===== src/include/clock_domains_defines.vh =====
`ifndef CLOCK_DOMAINS_DEFINES_VH
`define CLOCK_DOMAINS_DEFINES_VH

// fuse levels: one is unprogrammed, zero is programmed
`define FUSE_PROGRAMMED     1'b0
`define FUSE_UNPROGRAMMED   1'b1

// shipped fuse defaults
`define DEFAULT_SRC_SEL     4'h2
`define DEFAULT_STARTUP     2'h2
`define DEFAULT_DIV8        1'b0

// source select codes
`define SELCODE_RC          4'h2
`define SELCODE_EXT         4'h0
`define SELCODE_LF_LO       4'h6
`define SELCODE_LF_HI       4'h7
`define SELCODE_XTAL_LO     4'h8

// decoded source
`define SRC_XTAL            3'h0
`define SRC_LF_XTAL         3'h1
`define SRC_RC              3'h2
`define SRC_EXT             3'h3
`define SRC_RESERVED        3'h4

// start-up fuse codes
`define STARTUP_NO_DLY      2'h0
`define STARTUP_SHORT       2'h1

// sleep mode codes
`define SLP_IDLE            3'h0
`define SLP_ADC_NR          3'h1
`define SLP_PWR_DOWN        3'h2
`define SLP_PWR_SAVE        3'h3
`define SLP_STANDBY         3'h6

// reset delay in watchdog oscillator cycles
`define RST_DLY_SHORT       17'h01000
`define RST_DLY_LONG        17'h10000
// wake start-up in selected source cycles
`define WAKE_CYCLES         17'h00400

// prescale exponent
`define PRESCALE_DIV8       4'h3
`define PRESCALE_DIV1       4'h0

`define FUSE_SETTLE         2'h2

`endif


===== src/hdl/clock_domains.v =====
// Overview of operation
// - core domain off halts core, register file, status and stack memory.
// - peripheral domain feeds timers, serial, irqs; async irq when off.
// - serial unit start detect is asynchronous with peripheral clock off.
// - program memory domain follows the core domain.
// - async timer domain keeps timer and display running in idle, ADC noise reduction and power-save sleep.
// - converter has its own domain; core and peripheral may stop meanwhile.
// - four select fuses pick crystal, low-freq crystal, RC or external clock.
// - fuse bit one means unprogrammed, zero means programmed.
// - wake from power-down/save waits start-up counted on selected source.
// - start from reset adds delay counted on watchdog oscillator.
// - reset delay is none, 4096 or 65536 watchdog oscillator cycles.
// - shipped fuses: select 0010, start-up 10, divide-by-eight programmed.
// - default runs internal RC, longest start-up, prescale eight.
// - sleep modes stop clocks of unused domains.
// - selected source feeds the generator, which fans out to all domains.
`timescale 1ns/10ps
`include "clock_domains_defines.vh"

module clock_domains #(
  parameter [16:0] RST_DLY_SHORT_CYC = `RST_DLY_SHORT,
  parameter [16:0] RST_DLY_LONG_CYC  = `RST_DLY_LONG
) (
  input  wire       mclk_i,
  input  wire       arst_n_i,
  input  wire [3:0] clock_source_select_fuses_i,
  input  wire [1:0] startup_time_fuses_i,
  input  wire       divide_by_eight_fuse_i,
  input  wire       watchdog_oscillator_i,
  input  wire       source_osc_i,
  input  wire       wake_i,
  input  wire       sleep_req_i,
  input  wire [2:0] sleep_mode_i,
  output reg        core_clock_domain_en_o,
  output reg        program_memory_clock_domain_en_o,
  output reg        peripheral_clock_domain_en_o,
  output reg        async_timer_clock_domain_en_o,
  output reg        converter_clock_domain_en_o,
  output reg        async_irq_detect_o,
  output reg        async_start_detect_o,
  output reg        core_run_o,
  output reg  [2:0] source_sel_o,
  output reg        source_reserved_o,
  output reg  [3:0] prescale_exp_o
);

  // ****************************************************************
  // states
  // ****************************************************************
  localparam [2:0] ST_LATCH = 3'h0;
  localparam [2:0] ST_RST   = 3'h1;
  localparam [2:0] ST_RUN   = 3'h2;
  localparam [2:0] ST_SLEEP = 3'h3;
  localparam [2:0] ST_WAKE  = 3'h4;

  // ****************************************************************
  // source decode
  // ****************************************************************
  function [2:0] src_of;
    input [3:0] sel;
    begin
      if (sel >= `SELCODE_XTAL_LO)
        src_of = `SRC_XTAL;
      else if (sel == `SELCODE_LF_LO || sel == `SELCODE_LF_HI)
        src_of = `SRC_LF_XTAL;
      else if (sel == `SELCODE_RC)
        src_of = `SRC_RC;
      else if (sel == `SELCODE_EXT)
        src_of = `SRC_EXT;
      else
        src_of = `SRC_RESERVED;
    end
  endfunction

  // ****************************************************************
  // synchronisers
  // ****************************************************************
  reg  [3:0] sel_s1_q;
  reg  [3:0] sel_s2_q;
  reg  [1:0] stup_s1_q;
  reg  [1:0] stup_s2_q;
  reg        div_s1_q;
  reg        div_s2_q;
  reg        wdog_s1_q;
  reg        wdog_s2_q;
  reg        wdog_s3_q;
  reg        src_s1_q;
  reg        src_s2_q;
  reg        src_s3_q;
  reg        wake_s1_q;
  reg        wake_s2_q;

  // fuse and oscillator pins are foreign: two flops before any use
  // reset values are the shipped fuse defaults
  always @(posedge mclk_i or negedge arst_n_i) begin
    if (!arst_n_i) begin
      sel_s1_q  <= `DEFAULT_SRC_SEL;
      sel_s2_q  <= `DEFAULT_SRC_SEL;
      stup_s1_q <= `DEFAULT_STARTUP;
      stup_s2_q <= `DEFAULT_STARTUP;
      div_s1_q  <= `DEFAULT_DIV8;
      div_s2_q  <= `DEFAULT_DIV8;
      wdog_s1_q <= 1'b0;
      wdog_s2_q <= 1'b0;
      wdog_s3_q <= 1'b0;
      src_s1_q  <= 1'b0;
      src_s2_q  <= 1'b0;
      src_s3_q  <= 1'b0;
      wake_s1_q <= 1'b0;
      wake_s2_q <= 1'b0;
    end else begin
      sel_s1_q  <= clock_source_select_fuses_i;
      sel_s2_q  <= sel_s1_q;
      stup_s1_q <= startup_time_fuses_i;
      stup_s2_q <= stup_s1_q;
      div_s1_q  <= divide_by_eight_fuse_i;
      div_s2_q  <= div_s1_q;
      wdog_s1_q <= watchdog_oscillator_i;
      wdog_s2_q <= wdog_s1_q;
      wdog_s3_q <= wdog_s2_q;
      src_s1_q  <= source_osc_i;
      src_s2_q  <= src_s1_q;
      src_s3_q  <= src_s2_q;
      wake_s1_q <= wake_i;
      wake_s2_q <= wake_s1_q;
    end
  end

  // ****************************************************************
  // edge detect
  // ****************************************************************
  // third flop feeds only the rising edge detectors
  wire wdog_tick = wdog_s2_q & ~wdog_s3_q;
  wire src_tick  = src_s2_q & ~src_s3_q;

  // ****************************************************************
  // state machine
  // ****************************************************************
  reg  [2:0]  state_q;
  reg  [2:0]  state_d;
  reg  [16:0] cnt_q;
  reg  [16:0] cnt_d;
  reg  [1:0]  settle_q;
  reg  [1:0]  stup_q;
  reg  [2:0]  mode_q;
  reg  [2:0]  mode_d;
  reg  [16:0] rst_len;

  // ****************************************************************
  // reset delay length
  // ****************************************************************
  // 00 none, 01 short, 10 and 11 long
  always @* begin
    case (stup_q)
      `STARTUP_NO_DLY: rst_len = 17'h00000;
      `STARTUP_SHORT:  rst_len = RST_DLY_SHORT_CYC;
      default:         rst_len = RST_DLY_LONG_CYC;
    endcase
  end

  // ****************************************************************
  // next state
  // ****************************************************************
  always @* begin
    state_d = state_q;
    cnt_d   = cnt_q;
    mode_d  = mode_q;
    case (state_q)
      ST_LATCH: begin
        cnt_d = 17'h00000;
        if (settle_q == `FUSE_SETTLE)
          state_d = ST_RST;
      end
      ST_RST: begin
        if (cnt_q >= rst_len)
          state_d = ST_RUN;
        else if (wdog_tick)
          cnt_d = cnt_q + 17'h00001;
      end
      ST_RUN: begin
        if (sleep_req_i) begin
          mode_d  = sleep_mode_i;
          state_d = ST_SLEEP;
        end
      end
      ST_SLEEP: begin
        cnt_d = 17'h00000;
        if (wake_s2_q) begin
          if (mode_q == `SLP_PWR_DOWN || mode_q == `SLP_PWR_SAVE)
            state_d = ST_WAKE;
          else
            state_d = ST_RUN;
        end
      end
      ST_WAKE: begin
        if (cnt_q >= `WAKE_CYCLES)
          state_d = ST_RUN;
        else if (src_tick)
          cnt_d = cnt_q + 17'h00001;
      end
      default: begin
        state_d = ST_LATCH;
      end
    endcase
  end

  // ****************************************************************
  // domain enables
  // ****************************************************************
  // taken from the state being entered, so each enable lands with it
  reg  core_en;
  reg  per_en;
  reg  asy_en;
  reg  adc_en;
  wire asleep_d = (state_d == ST_SLEEP) | (state_d == ST_WAKE);
  always @* begin
    core_en = 1'b0;
    per_en  = 1'b0;
    asy_en  = 1'b0;
    adc_en  = 1'b0;
    case (state_d)
      ST_RUN: begin
        core_en = 1'b1;
        per_en  = 1'b1;
        asy_en  = 1'b1;
        adc_en  = 1'b1;
      end
      ST_SLEEP, ST_WAKE: begin
        case (mode_d)
          `SLP_IDLE: begin
            per_en = 1'b1;
            asy_en = 1'b1;
            adc_en = 1'b1;
          end
          `SLP_ADC_NR: begin
            asy_en = 1'b1;
            adc_en = 1'b1;
          end
          `SLP_PWR_SAVE: begin
            asy_en = 1'b1;
          end
          default: begin
            asy_en = 1'b0;
          end
        endcase
      end
      default: begin
        core_en = 1'b0;
      end
    endcase
  end

  // ****************************************************************
  // output registers
  // ****************************************************************
  // every output is a flop; enables follow the next state
  always @(posedge mclk_i or negedge arst_n_i) begin
    if (!arst_n_i) begin
      state_q                          <= ST_LATCH;
      cnt_q                            <= 17'h00000;
      settle_q                         <= 2'h0;
      stup_q                           <= `DEFAULT_STARTUP;
      mode_q                           <= `SLP_IDLE;
      core_clock_domain_en_o           <= 1'b0;
      program_memory_clock_domain_en_o <= 1'b0;
      peripheral_clock_domain_en_o     <= 1'b0;
      async_timer_clock_domain_en_o    <= 1'b0;
      converter_clock_domain_en_o      <= 1'b0;
      async_irq_detect_o               <= 1'b0;
      async_start_detect_o             <= 1'b0;
      core_run_o                       <= 1'b0;
      source_sel_o                     <= `SRC_RC;
      source_reserved_o                <= 1'b0;
      prescale_exp_o                   <= `PRESCALE_DIV8;
    end else begin
      state_q <= state_d;
      cnt_q   <= cnt_d;
      mode_q  <= mode_d;
      if (state_q == ST_LATCH) begin
        if (settle_q != `FUSE_SETTLE)
          settle_q <= settle_q + 2'h1;
        // fuses taken in each latch cycle, the last after the synchronisers have filled;
        // later fuse changes wait for the next reset
        stup_q            <= stup_s2_q;
        source_sel_o      <= src_of(sel_s2_q);
        source_reserved_o <= (src_of(sel_s2_q) == `SRC_RESERVED);
        if (div_s2_q == `FUSE_PROGRAMMED)
          prescale_exp_o <= `PRESCALE_DIV8;
        else
          prescale_exp_o <= `PRESCALE_DIV1;
      end
      core_clock_domain_en_o           <= core_en;
      program_memory_clock_domain_en_o <= core_en;
      peripheral_clock_domain_en_o     <= per_en;
      async_timer_clock_domain_en_o    <= asy_en;
      converter_clock_domain_en_o      <= adc_en;
      // async detect holds through the wake delay until the core runs
      async_irq_detect_o   <= asleep_d & ~per_en;
      async_start_detect_o <= asleep_d & ~per_en;
      core_run_o           <= (state_d == ST_RUN);
    end
  end

endmodule // clock_domains


===== config.mk =====
export PLATFORM = sky130hd
export DESIGN_NAME = clock_domains
export DESIGN_NICKNAME = d
export VERILOG_FILES = /design/src/hdl/clock_domains.v
export VERILOG_INCLUDE_DIRS = /design/src /design/src/include
export SDC_FILE = /design/constraint.sdc
export NUM_CORES = 1
export LEC_CHECK = 0
export BUFFER_PORTS_ARGS = -buffer_cell sky130_fd_sc_hd__buf_2
export CORE_MARGIN = 4
export CORE_UTILIZATION = 40
export CTS_CLUSTER_DIAMETER = 30
export DETAILED_ROUTE_END_ITERATION = 7
export PLACE_DENSITY = 0.56
export SYNTH_ARGS = -nofsm -noshare
export SYNTH_HDL_FRONTEND = slang
export SYNTH_SLANG_ARGS = --single-unit

===== constraint.sdc =====
create_clock -name mclk_i -period 4.95 [get_ports mclk_i]
set_clock_uncertainty 0.2 [all_clocks]
set_input_delay 0.495 -clock mclk_i [delete_from_list [all_inputs] [get_ports mclk_i]]
set_output_delay 0.495 -clock mclk_i [all_outputs]
set_load 0.01 [all_outputs]

Word level (Yosys, flattened, before mapping)
Index checks and enable logic that the tools add are counted. W data, S select, Z words.

Logic and storage cells: 103. Register bits after elaboration: 63. Output and inout bits: 16.

Bitwise logic cells: 7. Multiplexer cells: 28. $lt $le $gt $ge: 3. Equality and inequality tests: 22. Add/subtract/negate cells: 2. Reductions and logical operators: 13.

Operator list (number): $mux W17 (4); $pmux W17 S3 (1); $mux W3 (13); $pmux W17 S2 (1); $eq A3 B2 Y1 const B (7); $add A17 B1 Y17 const B (1); $ge A17 B11 Y1 const B (1); $ge A17 B17 Y1 (1); $pmux W3 S5 (1); $ne A2 B2 Y1 const B (5); $eq A3 B3 Y1 const B (3); $eq A4 B3 Y1 const B (2); $eq A3 B1 Y1 const B (2); $logic_not A3 Y1 (2); $pmux W1 S2 (3); $reduce_or A2 Y1 (3); $reduce_and A5 Y1 (1); $eq A4 B2 Y1 const B (1); $ge A4 B4 Y1 const B (1); $logic_not A4 Y1 (1); $mux W1 (4); $and A1 B1 Y1 (3); $not A1 Y1 (3); $reduce_bool A3 Y1 (1); other kinds (9) (10).

Logic depth before layout (Yosys ltp)
Depth in word-level cells: 10. Depth in mapped cells: 9. Depth with buffers taken out: 8.

Worst setup path after synthesis
OpenSTA, ideal clock, no wires.

Kind: reg-to-reg. Start point: reg stup_q[1]. End point: reg cnt_q[13]. Setup slack: 2.405 ns. Arrival time: 2.226 ns. Required time: 4.631 ns. Cell stages (with the launch flop): 10. Clock period less this slack: 2.545 ns. Cell sequence: dfstp_2 inv_1 ha_1 nor4b_1 nand4_1 a21oi_2 buf_6 clkbuf_1 nor4_1 o21a_1.

Longest elaborated chain between the ends: 5.

RTL lines: start, declared (RTL line clock_domains.v:144) `reg [1:0] stup_q;`; start signal, assigned (RTL line clock_domains.v:262) `` stup_q <= `DEFAULT_STARTUP; ``; start signal, assigned (RTL line clock_domains.v:284) `stup_q <= stup_s2_q;`; $eq A2 B1 Y1 / $logic_not A2 Y1 (equally long branches) (RTL line clock_domains.v:154) `case (stup_q)`; $pmux W17 S2 * (RTL line clock_domains.v:154); $ge A17 B17 Y1 * (RTL line clock_domains.v:175) `if (cnt_q >= rst_len)`; $ne A2 B2 Y1 (no line) *; $reduce_and A5 Y1 (no line) *; end signal, assigned (RTL line clock_domains.v:277) `cnt_q <= cnt_d;`; end, declared (RTL line clock_domains.v:141) `reg [16:0] cnt_q;`.

Mark *: on every way between the ends. The rest lies on a longest branch, timed or not. A chain may end at the register's enable or synchronous reset.

Worst setup path in the final report
Start point: reg stup_q[1]. End point: reg cnt_q[2].

Same word-level chain as after synthesis.

==> metrics.txt <==
# TYPE chip_impl_metric gauge
chip_impl_info{name="status",value="complete, no violations"} 1
chip_impl_metric{name="routed-via-count",unit=""} 1926
chip_impl_metric{name="floorplan.die.width",unit="um"} 89.7
chip_impl_metric{name="cts_resized",unit=""} 0
chip_impl_metric{name="place_inst",unit=""} 335
chip_impl_info{name="synth_area_leader_cell",value="dfrtp_1"} 1
chip_impl_metric{name="rr_worst_depth",unit=""} 7
chip_impl_metric{name="postSynthAreaPerCell",unit="sq um"} 10.9
chip_impl_metric{name="diodes",unit=""} 0
chip_impl_metric{name="drt-initial-drc-count",unit=""} 119
chip_impl_metric{name="initial_drt_pass_iterations",unit=""} 4
chip_impl_info{name="mostFrequentLayoutCell",value="dfrtp_1"} 1
chip_impl_metric{name="boundaryPins",unit=""} 32
chip_impl_metric{name="hpwl",unit="um"} 3420
chip_impl_info{name="ctsRootBufferMaster",value="clkbuf_8"} 1
chip_impl_metric{name="design.die.area",unit="sq um"} 8040
chip_impl_metric{name="finish.instance_area",unit="sq um"} 3030
chip_impl_metric{name="power.static_leakage",unit="nW"} 1.33
chip_impl_metric{name="maximum_number_of_pins_on_one_net_before_global_route_repair",unit=""} 60
chip_impl_metric{name="setup_violations",unit=""} 0
chip_impl_info{name="layout_common_cells",value="52 x dfrtp_1, 29 x buf_2, 17 x nand2_1"} 1
chip_impl_info{name="cp-start-kind",value="register"} 1
chip_impl_metric{name="num-fill-cells",unit=""} 603
chip_impl_metric{name="global_route.usage.total",unit="%"} 14.2
chip_impl_metric{name="timing_worst_slew_pin_value",unit="ns"} 0.933
chip_impl_metric{name="synth_cells",unit=""} 244
chip_impl_info{name="worst-setup-path-type",value="register to register"} 1
chip_impl_metric{name="netlist_area",unit="sq um"} 2670
chip_impl_metric{name="cellPowerDensity",unit="nW/um^2"} 547
chip_impl_metric{name="grt_first_pass_wirelength",unit="um"} 8690
chip_impl_metric{name="finalCriticalPeriod",unit="ns"} 3.01
chip_impl_info{name="synth.top_cells.by_area",value="dfrtp_1 49%, dfstp_2 6.9%, o31ai_1 3.1%, mux2i_1 2.6%, or4_1 2.5%"} 1
chip_impl_metric{name="first_global_vias",unit=""} 1799
chip_impl_metric{name="cts_buffer_depth",unit=""} 2
chip_impl_metric{name="finalCritPeriodShare",unit="%"} 60.7
chip_impl_metric{name="max-vdd-ir-drop",unit="mV"} 0.262
chip_impl_metric{name="worst_slew_margin_rel",unit="%"} 37.8
chip_impl_metric{name="final_layout_size_suffix_gt1_share",unit="%"} 23.4
chip_impl_metric{name="chipHeight",unit="um"} 89.7
chip_impl_metric{name="route.detailed.vias_per_inst",unit=""} 5.49
chip_impl_metric{name="clkLatencyLatePin",unit="ns"} 0.33
chip_impl_metric{name="yosysSeqAreaShare",unit="%"} 55.6
chip_impl_metric{name="wl",unit="um"} 5090
chip_impl_metric{name="finish.utilization",unit="%"} 47.1
chip_impl_metric{name="tritoncts.num_buffers",unit=""} 9
chip_impl_info{name="tritoncts",value="done"} 1
chip_impl_metric{name="post_synth_num_cell_types",unit=""} 48
chip_impl_metric{name="place_area",unit="sq um"} 2830
chip_impl_metric{name="clk_pin_slew",unit="ns"} 0.07
chip_impl_metric{name="worst-path-max-fanout",unit=""} 25
chip_impl_metric{name="highest_achievable_clock_rate",unit="GHz"} 0.333
chip_impl_metric{name="gr-total-overflow",unit=""} 0
chip_impl_metric{name="wl_per_cell",unit="um"} 14.5
chip_impl_metric{name="timing_hold_violations_final",unit=""} 0
chip_impl_metric{name="postSynth.asyncResetShare",unit="%"} 100
chip_impl_metric{name="synthesis.yosys.warnings",unit=""} 0
chip_impl_info{name="rsz0062_at_grt",value="false"} 1
chip_impl_metric{name="number_of_synthesized_flops_with_an_enable_pin",unit=""} 0
chip_impl_metric{name="globalplace.congestion",unit=""} 0.806
chip_impl_info{name="hp-class",value="input port to register"} 1
chip_impl_metric{name="crit_arrival",unit="ns"} 3.03
chip_impl_metric{name="ctsHtreeMaxLevel",unit=""} 3
chip_impl_info{name="end_kind",value="register"} 1
chip_impl_metric{name="cts_setup_buffers",unit=""} 0
chip_impl_metric{name="cap_viol_max_count",unit=""} 0
chip_impl_metric{name="finalMaxSlewViolations",unit=""} 0
chip_impl_metric{name="clkSinkCount",unit=""} 59
chip_impl_metric{name="fp.coreArea",unit="sq um"} 6420
chip_impl_info{name="yosys_most_used_dff",value="dfrtp_1"} 1
chip_impl_metric{name="remaining_drc_errors",unit=""} 0
chip_impl_metric{name="antenna_left",unit=""} 0
chip_impl_metric{name="initial_antenna_violation_count",unit=""} 0
chip_impl_metric{name="min_delay_path_depth",unit=""} 1
chip_impl_metric{name="place.port_buffers",unit=""} 29
chip_impl_metric{name="yosys_register_bits",unit=""} 59
chip_impl_metric{name="area_growth_syn_to_layout",unit="%"} 13.5
chip_impl_metric{name="totalNegativeSetupSlack",unit="ns"} 0
chip_impl_metric{name="hold-worst-slack",unit="ns"} 0.0525
chip_impl_metric{name="nNetsFinal",unit=""} 290
chip_impl_metric{name="worst_ep_required_time",unit="ns"} 4.97
chip_impl_metric{name="cts_hold_buffers",unit=""} 0
chip_impl_metric{name="core.rowCount",unit=""} 29
chip_impl_metric{name="fin_cells",unit=""} 351
chip_impl_metric{name="start_util",unit="%"} 41.6
chip_impl_metric{name="synth.top_cell.area_share",unit="%"} 48.8
-- power by group --
group          total [mW]  switching, mW  internal [mW]  leakage [nW]
Sequential          0.644         0.0610          0.583         0.725
Combinational       0.573          0.361          0.213         0.509
Clock               0.440          0.205          0.235        0.0998
Total                1.66          0.626           1.03          1.33
-- cell families after synthesis --
group	after synthesis	synth area share, %
xor+xnor	1	0.328
compound gates	52	13.6
simple gates	85	18.4
flops	59	55.6
mux	10	3.89
other cells	1	0.141
buf+inv	31	5.67
fa+ha+maj	5	2.34
-- worst paths after layout --
path	from	endpoint	slack (ns)
worst min register to register	stup_s1_q[0]	stup_s2_q[0]	0.14
worst min-delay path	clock_source_select_fuses_i[1]	sel_s1_q[1]	0.05
worst max register to register	stup_q[1]	cnt_q[2]	1.94
worst max-delay path	stup_q[1]	cnt_q[2]	1.94
min in group asynchronous	arst_n_i	cnt_q[0]	0.11
max in group asynchronous	arst_n_i	async_start_detect_o	3.94
-- stage by stage --
stage | setup WS [ns] | power, mW
2_1_floorplan | 2.40 | 1.10
5_1_grt | 1.63 | 1.79
3_5_place_dp | 1.95 | 1.23
3_3_place_gp | 2.02 | 1.22
6_report | 1.94 | 1.66
4_1_cts | 1.94 | 1.68
-- Yosys cell counts (all sizes together) (2+ instances only) --
cell type  number
mux2i           7
a21oi          12
or4             9
nand2          17
nor4b           3
inv            13
a31oi           5
o21a            2
nor2b           3
a31o            2
dfstp           7
or3b            2
nand2b          3
nor2            9
or3             2
buf            11
nand4           6
mux2            3
dfrtp          52
o21ai           6
nand3          11
and4            2
o31ai          11
and2            2
o22ai           2
and3            2
nor3            6
clkbuf          7
ha              5
nor4            5
o31a            2
a21o            4
-- sequential cells by signal (all words and copies together), names as in the netlist, 2 cells and up --
register / cells
cnt_q: 17
mode_q: 3
sel_s1_q: 4
sel_s2_q: 4
settle_q: 2
source_sel_o: 3
state_q: 3
stup_q: 2
stup_s1_q: 2
stup_s2_q: 2
-- final cells by class --
class | instances | area, sq um | share of cell area, %
clock inverter | 7 | 77.6 | 2.56
timing repair buffer | 31 | 160 | 5.29
sequential | 59 | 1490 | 49.0
clock buffer | 9 | 124 | 4.09
tap | 77 | 96.3 | 3.18
inverter | 13 | 48.8 | 1.61
multi-input combinational | 155 | 1040 | 34.2
-- critical path, cell delays in order, from the launching register on --
cell	delay, ns
dfstp_2	0.54
inv_1	0.04
ha_1	0.34
nor4b_1	0.24
nand4_1	0.23
a21oi_2	0.80
nor2_1	0.22
a31o_2	0.29
-- per-layer routing --
metal  track usage [%]  share of wire, %
met5                 0                 0
met4              7.85               2.4
met3              3.47               4.1
met2              21.2                45
met1              19.0                49
Note: power is estimated with default switching activity, not from simulation.
